==> config.mk <==
export PLATFORM = sky130hd
export DESIGN_NAME = lfsr_regs
export DESIGN_NICKNAME = d
export VERILOG_FILES = /design/src/design/lfsr_pkg.sv /design/src/design/lfsr_regs.sv /design/src/design/lfsr_sync.sv
export SDC_FILE = /design/constraint.sdc
export NUM_CORES = 1
export LEC_CHECK = 0
export BUFFER_PORTS_ARGS = -buffer_cell sky130_fd_sc_hd__buf_2
export CELL_PAD_IN_SITES_DETAIL_PLACEMENT = 2
export CELL_PAD_IN_SITES_GLOBAL_PLACEMENT = 2
export CORE_AREA = 8 8 184 186
export CTS_CLUSTER_DIAMETER = 40
export DETAILED_ROUTE_END_ITERATION = 10
export DIE_AREA = 0 0 192 194
export PLACE_DENSITY_LB_ADDON = 0.1
export SLEW_MARGIN = 40
export SYNTH_ARGS = -nofsm -noshare
export SYNTH_HDL_FRONTEND = slang
export SYNTH_SLANG_ARGS = --single-unit
==> constraint.sdc <==
create_clock -name i_clk -period 26.9 [get_ports i_clk]
set_input_delay 4.035 -clock i_clk [delete_from_list [all_inputs] [get_ports i_clk]]
set_output_delay 4.035 -clock i_clk [all_outputs]
set_load 0.02 [all_outputs]
==> src/design/lfsr_pkg.sv <==
// package of constants for the led fault status register bank
// Notes on behaviour
// RULE1: four-bit enhancement level, code plus one
// RULE2: enhancement applied only while enable set
// RULE3: five-bit open-load line select, rest zero
// RULE4: five-bit short line select, rest zero
// RULE5: open-load line warnings, lines 0-31
// RULE6: short line warnings, lines 0-31
// RULE7: 48-bit open-load channel flag vector
// RULE8: 48-bit short channel flag vector
// RULE9: writes via serial in, reads via out
// RULE10: channel vectors follow selected scan line
`default_nettype none
package lfsr_pkg;
    // ****************************************
    // register geometry
    // ****************************************
    localparam int          REG_W        = 48;    // every register is 48 bits
    localparam int          IDX_W        = 5;     // register index width
    localparam int          LINES        = 32;    // scan lines
    localparam int          LINE_W       = 5;     // scan line code width
    localparam int          CHANS        = 48;    // current channels
    // register indices
    localparam logic [4:0]  IDX_TUNE     = 5'h04; // display_tuning_control
    localparam logic [4:0]  IDX_OPEN_SEL = 5'h0E; // open_load_line_select
    localparam logic [4:0]  IDX_SHRT_SEL = 5'h0F; // short_line_select
    localparam logic [4:0]  IDX_OPEN_WRN = 5'h11; // open_load_line_warnings
    localparam logic [4:0]  IDX_SHRT_WRN = 5'h13; // short_line_warnings
    localparam logic [4:0]  IDX_OPEN_CH  = 5'h14; // open_load_channel_flags
    localparam logic [4:0]  IDX_SHRT_CH  = 5'h15; // short_channel_flags
    // ****************************************
    // field positions and reset values
    // ****************************************
    localparam int          LVL_LSB      = 40;    // decouple_enh_level 43:40
    localparam int          LVL_MSB      = 43;
    localparam int          EN_BIT       = 44;    // decouple_enh_enable
    localparam logic [3:0]  LVL_RST      = 4'h8;
    localparam logic        EN_RST       = 1'b0;
    localparam logic [4:0]  SEL_RST      = 5'h00;
    // ****************************************
    // serial frame layout: rw, index, data
    // ****************************************
    localparam int          HDR_BITS     = 6;
    localparam int          FRAME_BITS   = 54;
    localparam int          CNT_W        = 6;
    localparam logic [5:0]  HDR_LAST     = 6'h05;  // count while last header bit arrives
    localparam logic [5:0]  FRAME_LEN    = 6'h36;  // bits in a full write frame
endpackage
`default_nettype wire

==> src/design/lfsr_regs.sv <==
// led fault status register bank with serial access
`default_nettype none
module lfsr_regs
    import lfsr_pkg::*;
(
    input  wire logic              i_clk,
    input  wire logic              i_nrst,
    input  wire logic              i_serial_data_in,       // pin, async
    input  wire logic              i_serial_frame,         // pin, high during a frame
    input  wire logic              i_det_valid,            // detection result strobe
    input  wire logic [LINE_W-1:0] i_det_line,             // line that was measured
    input  wire logic [CHANS-1:0]  i_open_det_ch,          // open-load per channel
    input  wire logic [CHANS-1:0]  i_short_det_ch,         // short per channel
    output var  logic              o_serial_data_out,
    output var  logic [4:0]        o_decouple_enh_applied, // 0 off, else level 1..16
    output var  logic [LINE_W-1:0] o_open_load_line_sel,
    output var  logic [LINE_W-1:0] o_short_line_sel
);
    // ****************************************
    // reset release and pin sync
    // ****************************************
    logic             rst_meta_q;           // reset release stage one
    logic             rst_n_q;              // released reset used everywhere
    logic [1:0]       pins_s;               // synchronised frame, data
    logic             frame_s;
    logic             sdi_s;

    always_ff @(posedge i_clk or negedge i_nrst) begin
        if (!i_nrst) begin
            rst_meta_q <= 1'b0;
            rst_n_q    <= 1'b0;
        end else begin
            rst_meta_q <= 1'b1;
            rst_n_q    <= rst_meta_q;
        end
    end

    lfsr_sync #(.W(2)) u_pin_sync (
        .i_clk   (i_clk),
        .i_rst_n (rst_n_q),
        .i_d     ({i_serial_frame, i_serial_data_in}),
        .o_q     (pins_s)
    );
    assign frame_s = pins_s[1];
    assign sdi_s   = pins_s[0];

    // ****************************************
    // register state
    // ****************************************
    logic [3:0]        decouple_enh_level_q;      // level code
    logic              decouple_enh_enable_q;     // enhancement on
    logic [LINE_W-1:0] open_load_line_sel_q;      // line for open channel flags
    logic [LINE_W-1:0] short_line_sel_q;          // line for short channel flags
    logic [LINES-1:0]  open_load_line_warn_vec_q; // per-line open warnings
    logic [LINES-1:0]  short_line_warn_vec_q;     // per-line short warnings
    logic [CHANS-1:0]  open_load_channel_vec_q;   // channels open on selected line
    logic [CHANS-1:0]  short_channel_vec_q;       // channels short on selected line

    // read view of a register; unmapped indices read zero
    function automatic logic [REG_W-1:0] read_word(input logic [IDX_W-1:0] idx);
        logic [REG_W-1:0] w;
        w = '0;
        unique case (idx)
            IDX_TUNE: begin
                w[LVL_MSB:LVL_LSB] = decouple_enh_level_q;  // RULE1
                w[EN_BIT]          = decouple_enh_enable_q; // RULE2
            end
            IDX_OPEN_SEL: w[LINE_W-1:0] = open_load_line_sel_q; // RULE3
            IDX_SHRT_SEL: w[LINE_W-1:0] = short_line_sel_q;     // RULE4
            IDX_OPEN_WRN: w[LINES-1:0]  = open_load_line_warn_vec_q; // RULE5
            IDX_SHRT_WRN: w[LINES-1:0]  = short_line_warn_vec_q;     // RULE6
            IDX_OPEN_CH:  w             = open_load_channel_vec_q;   // RULE7
            IDX_SHRT_CH:  w             = short_channel_vec_q;       // RULE8
            default:      w             = '0;
        endcase
        return w;
    endfunction

    // ****************************************
    // serial receive: rw, index, 48 data bits
    // ****************************************
    logic             frame_q;               // frame level one cycle ago
    logic [CNT_W-1:0] cnt_q;                 // bits received in this frame
    logic [FRAME_BITS-1:0] in_q;             // receive shifter
    logic             commit;                // full write frame just ended
    logic             hdr_done;              // last header bit arriving now
    logic [IDX_W-1:0] hdr_idx;               // index as it completes
    logic [REG_W-1:0] out_q;                 // transmit shifter
    logic [REG_W-1:0] rd_word;               // register view for the index just received

    assign hdr_done = frame_s && (cnt_q == HDR_LAST);
    assign hdr_idx  = {in_q[3:0], sdi_s};
    // a frame longer or shorter than a write frame is dropped
    assign commit   = frame_q && !frame_s && (cnt_q == FRAME_LEN) && in_q[FRAME_BITS-1];

    // a process, not an assign, so a register change shows even while the index is steady
    always_comb begin
        rd_word = read_word(hdr_idx);
    end

    // bit counter saturates so overlong frames never wrap onto a legal length
    always_ff @(posedge i_clk or negedge rst_n_q) begin
        if (!rst_n_q) begin
            cnt_q   <= '0;
            frame_q <= 1'b0;
        end else begin
            frame_q <= frame_s;
            if (!frame_s) begin
                cnt_q <= '0;
            end else if (cnt_q != '1) begin
                cnt_q <= cnt_q + 1'b1;
            end
        end
    end

    // receive shifter, msb first
    always_ff @(posedge i_clk or negedge rst_n_q) begin
        if (!rst_n_q) begin
            in_q <= '0;
        end else if (frame_s) begin
            in_q <= {in_q[FRAME_BITS-2:0], sdi_s}; // RULE9
        end
    end

    // transmit shifter: a read header loads the word, later bits shift it out
    always_ff @(posedge i_clk or negedge rst_n_q) begin
        if (!rst_n_q) begin
            out_q <= '0;
        end else if (hdr_done && !in_q[4]) begin
            out_q <= read_word(hdr_idx); // RULE9
        end else if (frame_s) begin
            out_q <= {out_q[REG_W-2:0], 1'b0};
        end
    end

    // serial output pin from a flop
    always_ff @(posedge i_clk or negedge rst_n_q) begin
        if (!rst_n_q) begin
            o_serial_data_out <= 1'b0;
        end else begin
            o_serial_data_out <= out_q[REG_W-1]; // RULE9
        end
    end

    // ****************************************
    // writable fields
    // ****************************************
    // writes to read-only or unmapped indices are ignored
    always_ff @(posedge i_clk or negedge rst_n_q) begin
        if (!rst_n_q) begin
            decouple_enh_level_q  <= LVL_RST;
            decouple_enh_enable_q <= EN_RST;                      // RULE2
            open_load_line_sel_q  <= SEL_RST;
            short_line_sel_q      <= SEL_RST;
        end else if (commit) begin
            unique case (in_q[52:48])
                IDX_TUNE: begin
                    decouple_enh_level_q  <= in_q[LVL_MSB:LVL_LSB]; // RULE1
                    decouple_enh_enable_q <= in_q[EN_BIT];          // RULE2
                end
                IDX_OPEN_SEL: open_load_line_sel_q <= in_q[LINE_W-1:0]; // RULE3
                IDX_SHRT_SEL: short_line_sel_q     <= in_q[LINE_W-1:0]; // RULE4
                default: begin
                end
            endcase
        end
    end

    // ****************************************
    // fault capture from the scan engine
    // ****************************************
    // each pass overwrites the line bit, so a cleared fault disappears
    always_ff @(posedge i_clk or negedge rst_n_q) begin
        if (!rst_n_q) begin
            open_load_line_warn_vec_q <= '0;
            short_line_warn_vec_q     <= '0;
        end else if (i_det_valid) begin
            open_load_line_warn_vec_q[i_det_line] <= |i_open_det_ch;  // RULE5
            short_line_warn_vec_q[i_det_line]     <= |i_short_det_ch; // RULE6
        end
    end

    // channel vectors only take results from the selected line
    always_ff @(posedge i_clk or negedge rst_n_q) begin
        if (!rst_n_q) begin
            open_load_channel_vec_q <= '0;
            short_channel_vec_q     <= '0;
        end else if (i_det_valid) begin
            if (i_det_line == open_load_line_sel_q) begin
                open_load_channel_vec_q <= i_open_det_ch;  // RULE7 RULE10
            end
            if (i_det_line == short_line_sel_q) begin
                short_channel_vec_q <= i_short_det_ch;     // RULE8 RULE10
            end
        end
    end

    // ****************************************
    // outputs to the analog and scan logic
    // ****************************************
    always_ff @(posedge i_clk or negedge rst_n_q) begin
        if (!rst_n_q) begin
            o_decouple_enh_applied <= '0;
            o_open_load_line_sel   <= SEL_RST;
            o_short_line_sel       <= SEL_RST;
        end else begin
            o_decouple_enh_applied <= decouple_enh_enable_q ?
                                      ({1'b0, decouple_enh_level_q} + 5'h01) : 5'h00; // RULE1 RULE2
            o_open_load_line_sel   <= open_load_line_sel_q;
            o_short_line_sel       <= short_line_sel_q;
        end
    end
endmodule
`default_nettype wire

==> src/design/lfsr_sync.sv <==
// two flip-flop synchroniser for pin inputs
`default_nettype none
module lfsr_sync #(
    parameter int W = 1                 // number of bits
) (
    input  wire logic         i_clk,
    input  wire logic         i_rst_n,
    input  wire logic [W-1:0] i_d,
    output var  logic [W-1:0] o_q
);
    logic [W-1:0] meta_q;               // first stage, read only by second stage

    // ****************************************
    // two stages, no logic between them
    // ****************************************
    always_ff @(posedge i_clk or negedge i_rst_n) begin
        if (!i_rst_n) begin
            meta_q <= '0;
            o_q    <= '0;
        end else begin
            meta_q <= i_d;
            o_q    <= meta_q;
        end
    end
endmodule
`default_nettype wire

==> impl_metrics.json, run 1 <==
{
  "die_w_um": 192,
  "synthCells": 1111,
  "setup_viol": 0,
  "dr.pass1.iters": 4,
  "grt_pass1_vias": 11118,
  "synth_ff_type": "dfrtp_1",
  "holdCritPathClass": "reg2async",
  "fin_crit_ps": 5828,
  "slew_viol_final": 0,
  "startpoint_type": "primary input",
  "p_leak_uw": 0.007436,
  "syn_avg_cell_area_um2": 12.03,
  "synth-edff-count": 0,
  "fmax_mhz": 171.6,
  "drc": 0,
  "synth-seq-area-share_pct": 57.31,
  "portBuffers": 121,
  "reg2reg_from": "u_pin_sync.o_q[0]$_DFF_PN0_",
  "die_area_um2": 37250,
  "htree_levels": 2,
  "postRouteAntennaNets": 0,
  "vias_per_cell": 5.753,
  "peakVddDrop_mv": 0.04933,
  "ff2ff_path_depth": 5,
  "postCtsHoldBufs": 0,
  "grt_pass1_wl_um": 65640,
  "worstSkewPairLatency_ps": 540,
  "wl_per_cell_um": 25.13,
  "slew_headroom_pct": 48.41,
  "post_cts_buffers": 0,
  "reg2reg_to": "out_q[32]$_DFFE_PN0P_",
  "cp_max_fo": 28,
  "ioPinCount": 122,
  "fin_nets": 1335,
  "initial_utilization_pct": 43.02,
  "clk_pin_slew_worst_paths_ps": 50,
  "critPathCaptureType": "flip-flop",
  "coreArea_um2": 31070,
  "place_congestion": 0.7677,
  "cp.required_ps": 27320,
  "routed_wl_um": 41790,
  "regToRegSetupSlack_ps": 24260,
  "syn_area_um2": 13360,
  "drv_cap": 0,
  "diodes": 0,
  "vias": 9568,
  "cts.sinks": 306,
  "clockBufferDepth": 3,
  "cts_tree": "done",
  "period_share_pct": 21.67,
  "fin_tns_setup_ps": 0,
  "cts_made_buffers": 48,
  "rsz0062_at_grt": "no",
  "ys_ff_latch": 306,
  "drtIter0Drc": 365,
  "worstPathArrival_ps": 6250,
  "clock-root-buffer": "clkbuf_16",
  "final_hold_viol_count": 0,
  "status": "complete, no violations",
  "tightest_slew_ps": 763.4,
  "antenna_found_initial": 1,
  "grt_overflow": 0,
  "hpwl_um": 26360,
  "async_flop_share_pct": 100.0,
  "area_delta_synth_final_pct": 20.50,
  "grt.total_usage_pct": 22.57,
  "ys_warn_count": 0,
  "skew_ps": 13.93,
  "crit_type": "in2reg",
  "netlist-cell-type-count": 61,
  "drive_gt1_share_pct": 30.53,
  "p_per_area_nw_per_um2": 89.40,
  "synthesis.nets": 1221,
  "post_cts_resize_count": 0,
  "fin_util_pct": 51.84,
  "grt_max_degree": 102,
  "num_rows": 65,
  "die_height_um": 194
}
==> where the power goes <==
part	leakage [uW]	internal (uW)	switching (uW)	total (uW)
Combinational	0.00272	78.2	82.7	161
Clock	0.000857	462	221	683
Sequential	0.00386	543	53.2	596
Total	0.00744	1080	357	1440
==> synthesized netlist by cell type (all sizes together) (2+ instances only) <==
library cell    n  share of area, %
a21oi          67               2.5
a21boi          3              0.17
nand3b          5              0.28
nor3            3              0.15
nand4           7              0.44
nand4b          2              0.13
ha              4              0.37
nand2b          3              0.14
nor3b           2              0.11
nor2          136               3.8
mux2          165                14
o21ai          33               1.2
and2            5              0.23
nand4bb         2              0.17
a31oi           6              0.28
o22ai          62               2.9
nand2           3             0.084
a311oi          5              0.33
and4bb          2              0.19
nor2b           2             0.094
xnor2           6              0.39
a221oi         20               1.3
and3           15              0.76
inv            41               1.2
and4b           2              0.15
buf            43               2.1
a32oi           4              0.26
mux2i          54               4.0
nand3          12              0.45
or3b            4              0.26
dfrtp         305                57
and3b           3              0.20
and4            2              0.13
clkbuf         29              0.81
xor2           10              0.66
nor4           26               1.2
o221ai          6              0.39
==> logic make-up (layout without fill, tap and decap cells) <==
group	Yosys count	after routing	share of synthesized area, %
flip-flops	306	306	57.31
AND/OR/NAND/NOR	241	241	9.400
multiplexers	219	219	18.09
AO/OA/AOI/OAI	211	211	9.718
buffers and inverters	113	263	4.035
XOR/XNOR	16	16	1.049
adder cells (fa/ha/maj)	4	4	0.3745
other	1	1	0.02806
==> worst max-delay path by stage <==
stage | from | cells after the start | to | slack [ps]
after floorplan | rst_n_q$_DFF_PN0_ | 0 | cnt_q[0]$_DFFE_PN0P_ | 17740
after global placement | i_det_line[3] | 6 | open_load_channel_vec_q[18]$_DFFE_PN0P_ | 20580
after detailed placement | i_det_line[3] | 6 | open_load_channel_vec_q[23]$_DFFE_PN0P_ | 20480
after CTS | i_det_line[3] | 6 | open_load_channel_vec_q[30]$_DFFE_PN0P_ | 21050
after global routing | i_det_line[3] | 6 | open_load_channel_vec_q[32]$_DFFE_PN0P_ | 20930
final | i_det_line[3] | 6 | open_load_channel_vec_q[30]$_DFFE_PN0P_ | 21070
==> registers in the layout, summed over array words and instances (netlist names), 4 cells and up <==
register	count
decouple_enh_level_q	4
out_q	48
short_line_warn_vec_q	32
in_q	54
short_channel_vec_q	48
open_load_line_sel_q	5
o_open_load_line_sel	5
o_decouple_enh_applied	5
short_line_sel_q	5
o_short_line_sel	5
open_load_channel_vec_q	48
open_load_line_warn_vec_q	32
cnt_q	6
==> layout make-up <==
class / instances / area, um2
Fill cell: 3029 / 14960
Tap cell: 402 / 503.0
Clock buffer: 65 / 1376
Clock inverter: 21 / 397.9
Multi-Input combinational cell: 692 / 5234
Timing Repair Buffer: 136 / 770.7
Inverter: 41 / 153.9
Sequential cell: 306 / 7669
==> per-layer routing <==
layer	vias up	wire [um]	track usage (%)
met5	-	10	0
met4	2	846	6.706
met3	70	2426	4.442
met2	226	20970	38.29
met1	5033	17540	28.68
li1	4237	-	-
==> critical path, cell delays in order <==
cell and delay, ps:
buf_2 170, xor2_1 160, nor4_1 300, and3_2 610
buf_4 530, mux2_2 400
==> per-stage QoR <==
stage	cell area (um2)	hold slack (ps)	cells	setup slack [ps]	total power, uW
global route	16100	245.2	1663	20930	1498
finish	16100	214.5	1663	21070	1440
detailed placement	14290	335.7	1576	20480	757.7
CTS	16070	350.7	1662	21050	1458
floorplan	13360	331.2	1111	17740	695.5
global placement	14230	336.8	1575	20580	741.4
==> placed cells by master, fill, tap and decap left out, types with 9 or more instances in the layout <==
cell       Yosys  final
nor4_1        26     23
inv_1         41     41
o21ai_0       33     33
clkbuf_8       0      9
mux2_2       137    137
o22ai_1       62     62
a21oi_1       67     67
and3_1        12     12
buf_2         26    121
mux2i_1       54     54
a221oi_1      20     20
nand3_1       12     12
xor2_1        10     10
mux2_1        23     23
dfrtp_1      305    301
clkbuf_16      0     49
buf_4          5     10
bufinv_16      0     11
nor2_1       135    135
(Power assumes the default switching activity.)
==> run 2: changes to the inputs <==
Settings changed: ABC_AREA set to 1, CORE_AREA 8 8 184 186 to 8 8 211 213, DIE_AREA 0 0 192 194 to 0 0 219 221.
Clock period 26.9 ns to 5.7 ns, I/O delays scaled along.
==> impl_metrics.json, run 2 <==
{
  "status": "complete, no violations",
  "syn_area_um2": 14230,
  "vias": 12902,
  "final_common_cell": "nand2_1",
  "multi_input_area_um2": 5458,
  "hpwl_um": 34030,
  "crit_family": "buffers and inverters",
  "vias_per_cell": 5.052,
  "grt_pass1_vias": 15028,
  "grt_pass1_wl_um": 83300,
  "async_flop_share_pct": 100.0,
  "drv_cap": 0,
  "p_comb_share_pct": 9.9,
  "tightest_slew_ps": 853.0,
  "critPathCaptureType": "flip-flop",
  "largest_register_ff_count": 54,
  "timing.hold.ws_ps": 315.5,
  "netSwitchingPower_uw": 1885,
  "wl_per_cell_um": 20.17,
  "yosysTopAreaCell": "dfrtp_1",
  "synthCells": 1847,
  "syn_avg_cell_area_um2": 7.704,
  "clk_pin_slew_worst_paths_ps": 50,
  "p_per_area_nw_per_um2": 394.7,
  "slowest_stage": "dfrtp_1",
  "synth_top_area_share_pct": 53.64,
  "grt_overflow": 0,
  "place_congestion": 0.7868,
  "startpoint_type": "flip-flop",
  "synth-edff-count": 0,
  "initial_utilization_pct": 34.46,
  "holdCritPathClass": "reg2async",
  "cp.required_ps": 6240,
  "critPathBufInv": 3,
  "final_hold_viol_count": 0,
  "regToRegSetupSlack_ps": 3500,
  "cts.sinks": 306,
  "post_cts_buffers": 0,
  "p_leak_uw": 0.008915,
  "cts_tree": "done",
  "clock-root-buffer": "clkbuf_16",
  "skew_ps": 16.30,
  "routed_wl_um": 51520,
  "fin_tns_setup_ps": 0,
  "synthTopCellsByCount": "nand2_1 (653), dfrtp_1 (305), inv_1 (198)",
  "peakVddDrop_mv": 0.1768,
  "die_area_um2": 48400,
  "drtIter0Drc": 588,
  "cts_made_buffers": 57,
  "synthesis.nets": 1957,
  "fillers": 4740,
  "power.internal_uw": 5034,
  "drc": 0,
  "num_rows": 75,
  "worstPathCellList": "inv_1 -> nor2_2 -> buf_4 -> nand3_1 -> buf_4 -> o21ai_0 -> o21ai_1 -> nand2_1",
  "period_share_pct": 38.56,
  "die_w_um": 219,
  "cp_max_fo": 31,
  "post_cts_resize_count": 0,
  "ys_top_cells_by_area": "dfrtp_1 (54%), nand2_1 (17%), o21ai_0 (6.1%)",
  "fin_nets": 2077,
  "grt_max_degree": 137,
  "postRouteAntennaNets": 0,
  "crit_type": "reg2reg",
  "synth_most_common_cell": "nand2_1",
  "netlist-cell-type-count": 29,
  "slew_viol_final": 0,
  "grt.total_usage_pct": 21.58,
  "final_cell_mix": "nand2_1 (653), dfrtp_1 (303), inv_1 (198)",
  "cpMostUsedCell": "buf_4",
  "worstSkewPairLatency_ps": 600,
  "coreArea_um2": 41290,
  "fin_crit_ps": 2198,
  "htree_levels": 2,
  "portBuffers": 121,
  "ioPinCount": 122,
  "seq_area_um2": 7664,
  "dr.pass1.iters": 4,
  "antenna_found_initial": 1,
  "die_height_um": 221,
  "top_register": "in_q",
  "ys_ff_latch": 306,
  "synth_ff_type": "dfrtp_1",
  "worstPathArrival_ps": 2740,
  "power.share.switching_pct": 27.25,
  "fmax_mhz": 454.9,
  "area_delta_synth_final_pct": 23.19,
  "postCtsHoldBufs": 1,
  "synth-seq-area-share_pct": 53.83,
  "slew_headroom_pct": 42.70,
  "drive_gt1_share_pct": 13.85,
  "max_stage_delay_ps": 450,
  "rsz0062_at_grt": "no",
  "pwr-share-seq_pct": 39.2,
  "clkPwrFrac_pct": 50.9,
  "ys_warn_count": 0,
  "setup_viol": 0,
  "clockBufferDepth": 3
}
-- run 2: cell types whose count changed after synthesis, moves of 20 or more --
| cell | change |
|---|---|
| nor4_1 | -24 |
| mux2_2 | -137 |
| mux2i_1 | -54 |
| mux2_1 | -23 |
| nand3_1 | +78 |
| nand4_1 | +45 |
| o22ai_1 | -60 |
| a221oi_1 | -20 |
| nor2_1 | +55 |
| a21oi_1 | -45 |
| inv_1 | +157 |
| o21ai_0 | +140 |
| nand2_1 | +650 |
| o21ai_1 | +33 |
-- run 2: worst paths after layout --
check	startpoint	endpoint	cells after the start
min in group i_clk	rst_meta_q$_DFF_PN0_	rst_n_q$_DFF_PN0_	0
hold reg to reg	rst_n_q$_DFF_PN0_	short_channel_vec_q[33]$_DFFE_PN0P_	0
hold / removal	rst_n_q$_DFF_PN0_	short_channel_vec_q[33]$_DFFE_PN0P_	0
max in group asynchronous	rst_n_q$_DFF_PN0_	open_load_line_warn_vec_q[16]$_DFFE_PN0P_	2
setup / recovery	in_q[1]$_DFFE_PN0P_	out_q[27]$_DFFE_PN0P_	8
setup reg to reg	in_q[1]$_DFFE_PN0P_	out_q[27]$_DFFE_PN0P_	8
-- run 2: cell type report --
class / count / area share, %
clock buffers: 71 / 9.066
inverters: 203 / 4.361
diodes: 1 / 0.01428
repair buffers: 147 / 5.397
clock inverters: 35 / 2.456
flip-flops and latches: 306 / 43.72
multi-input cells: 1252 / 31.14
well taps: 539 / 3.848
-- run 2: metal layers --
layer	global-route usage, %	wire length [um]	vias up
li1	-	-	6036
met1	26.43	22120	6539
met5	0	0	-
met3	3.247	1761	107
met2	37.32	25740	220
met4	9.042	1901	0
-- run 2: metrics by stage --
step           setup WS (ps)  instance area (um2)  util [%]  total power [uW]  cells
6_report                3502                17530     42.45              6919   2554
5_1_grt                 3279                17530     42.45              7237   2554
4_1_cts                 3501                17500     42.38              7020   2552
3_5_place_dp            3233                15470     37.46              3419   2445
3_3_place_gp            2754                15270     36.98              3349   2438
2_1_floorplan          693.0                14230         -              3118   1847
-- run 2: power by group through the flow --
stage / clock, uW / combinational (uW) / sequential (uW)
6_report: 3520 / 684 / 2710
5_1_grt: 3700 / 788 / 2750
4_1_cts: 3610 / 700 / 2710
3_5_place_dp: 0 / 681 / 2740
3_3_place_gp: 0 / 623 / 2730
2_1_floorplan: 0 / 422 / 2700
-- run 2: logic make-up (layout without fill, tap and decap cells) --
kind of cell               after synthesis  count (layout)  share of synthesized area [%]
AOI/OAI and AO/OA                      233             233                          8.257
xor gates and xnor gates                 1               1                        0.06157
adders and majority gates                4               4                         0.3518
buffers and inverters                  289             456                          8.644
and+or+nand+nor                       1013            1013                          28.83
DFF                                    306             306                          53.83
other                                    1               2                        0.02636
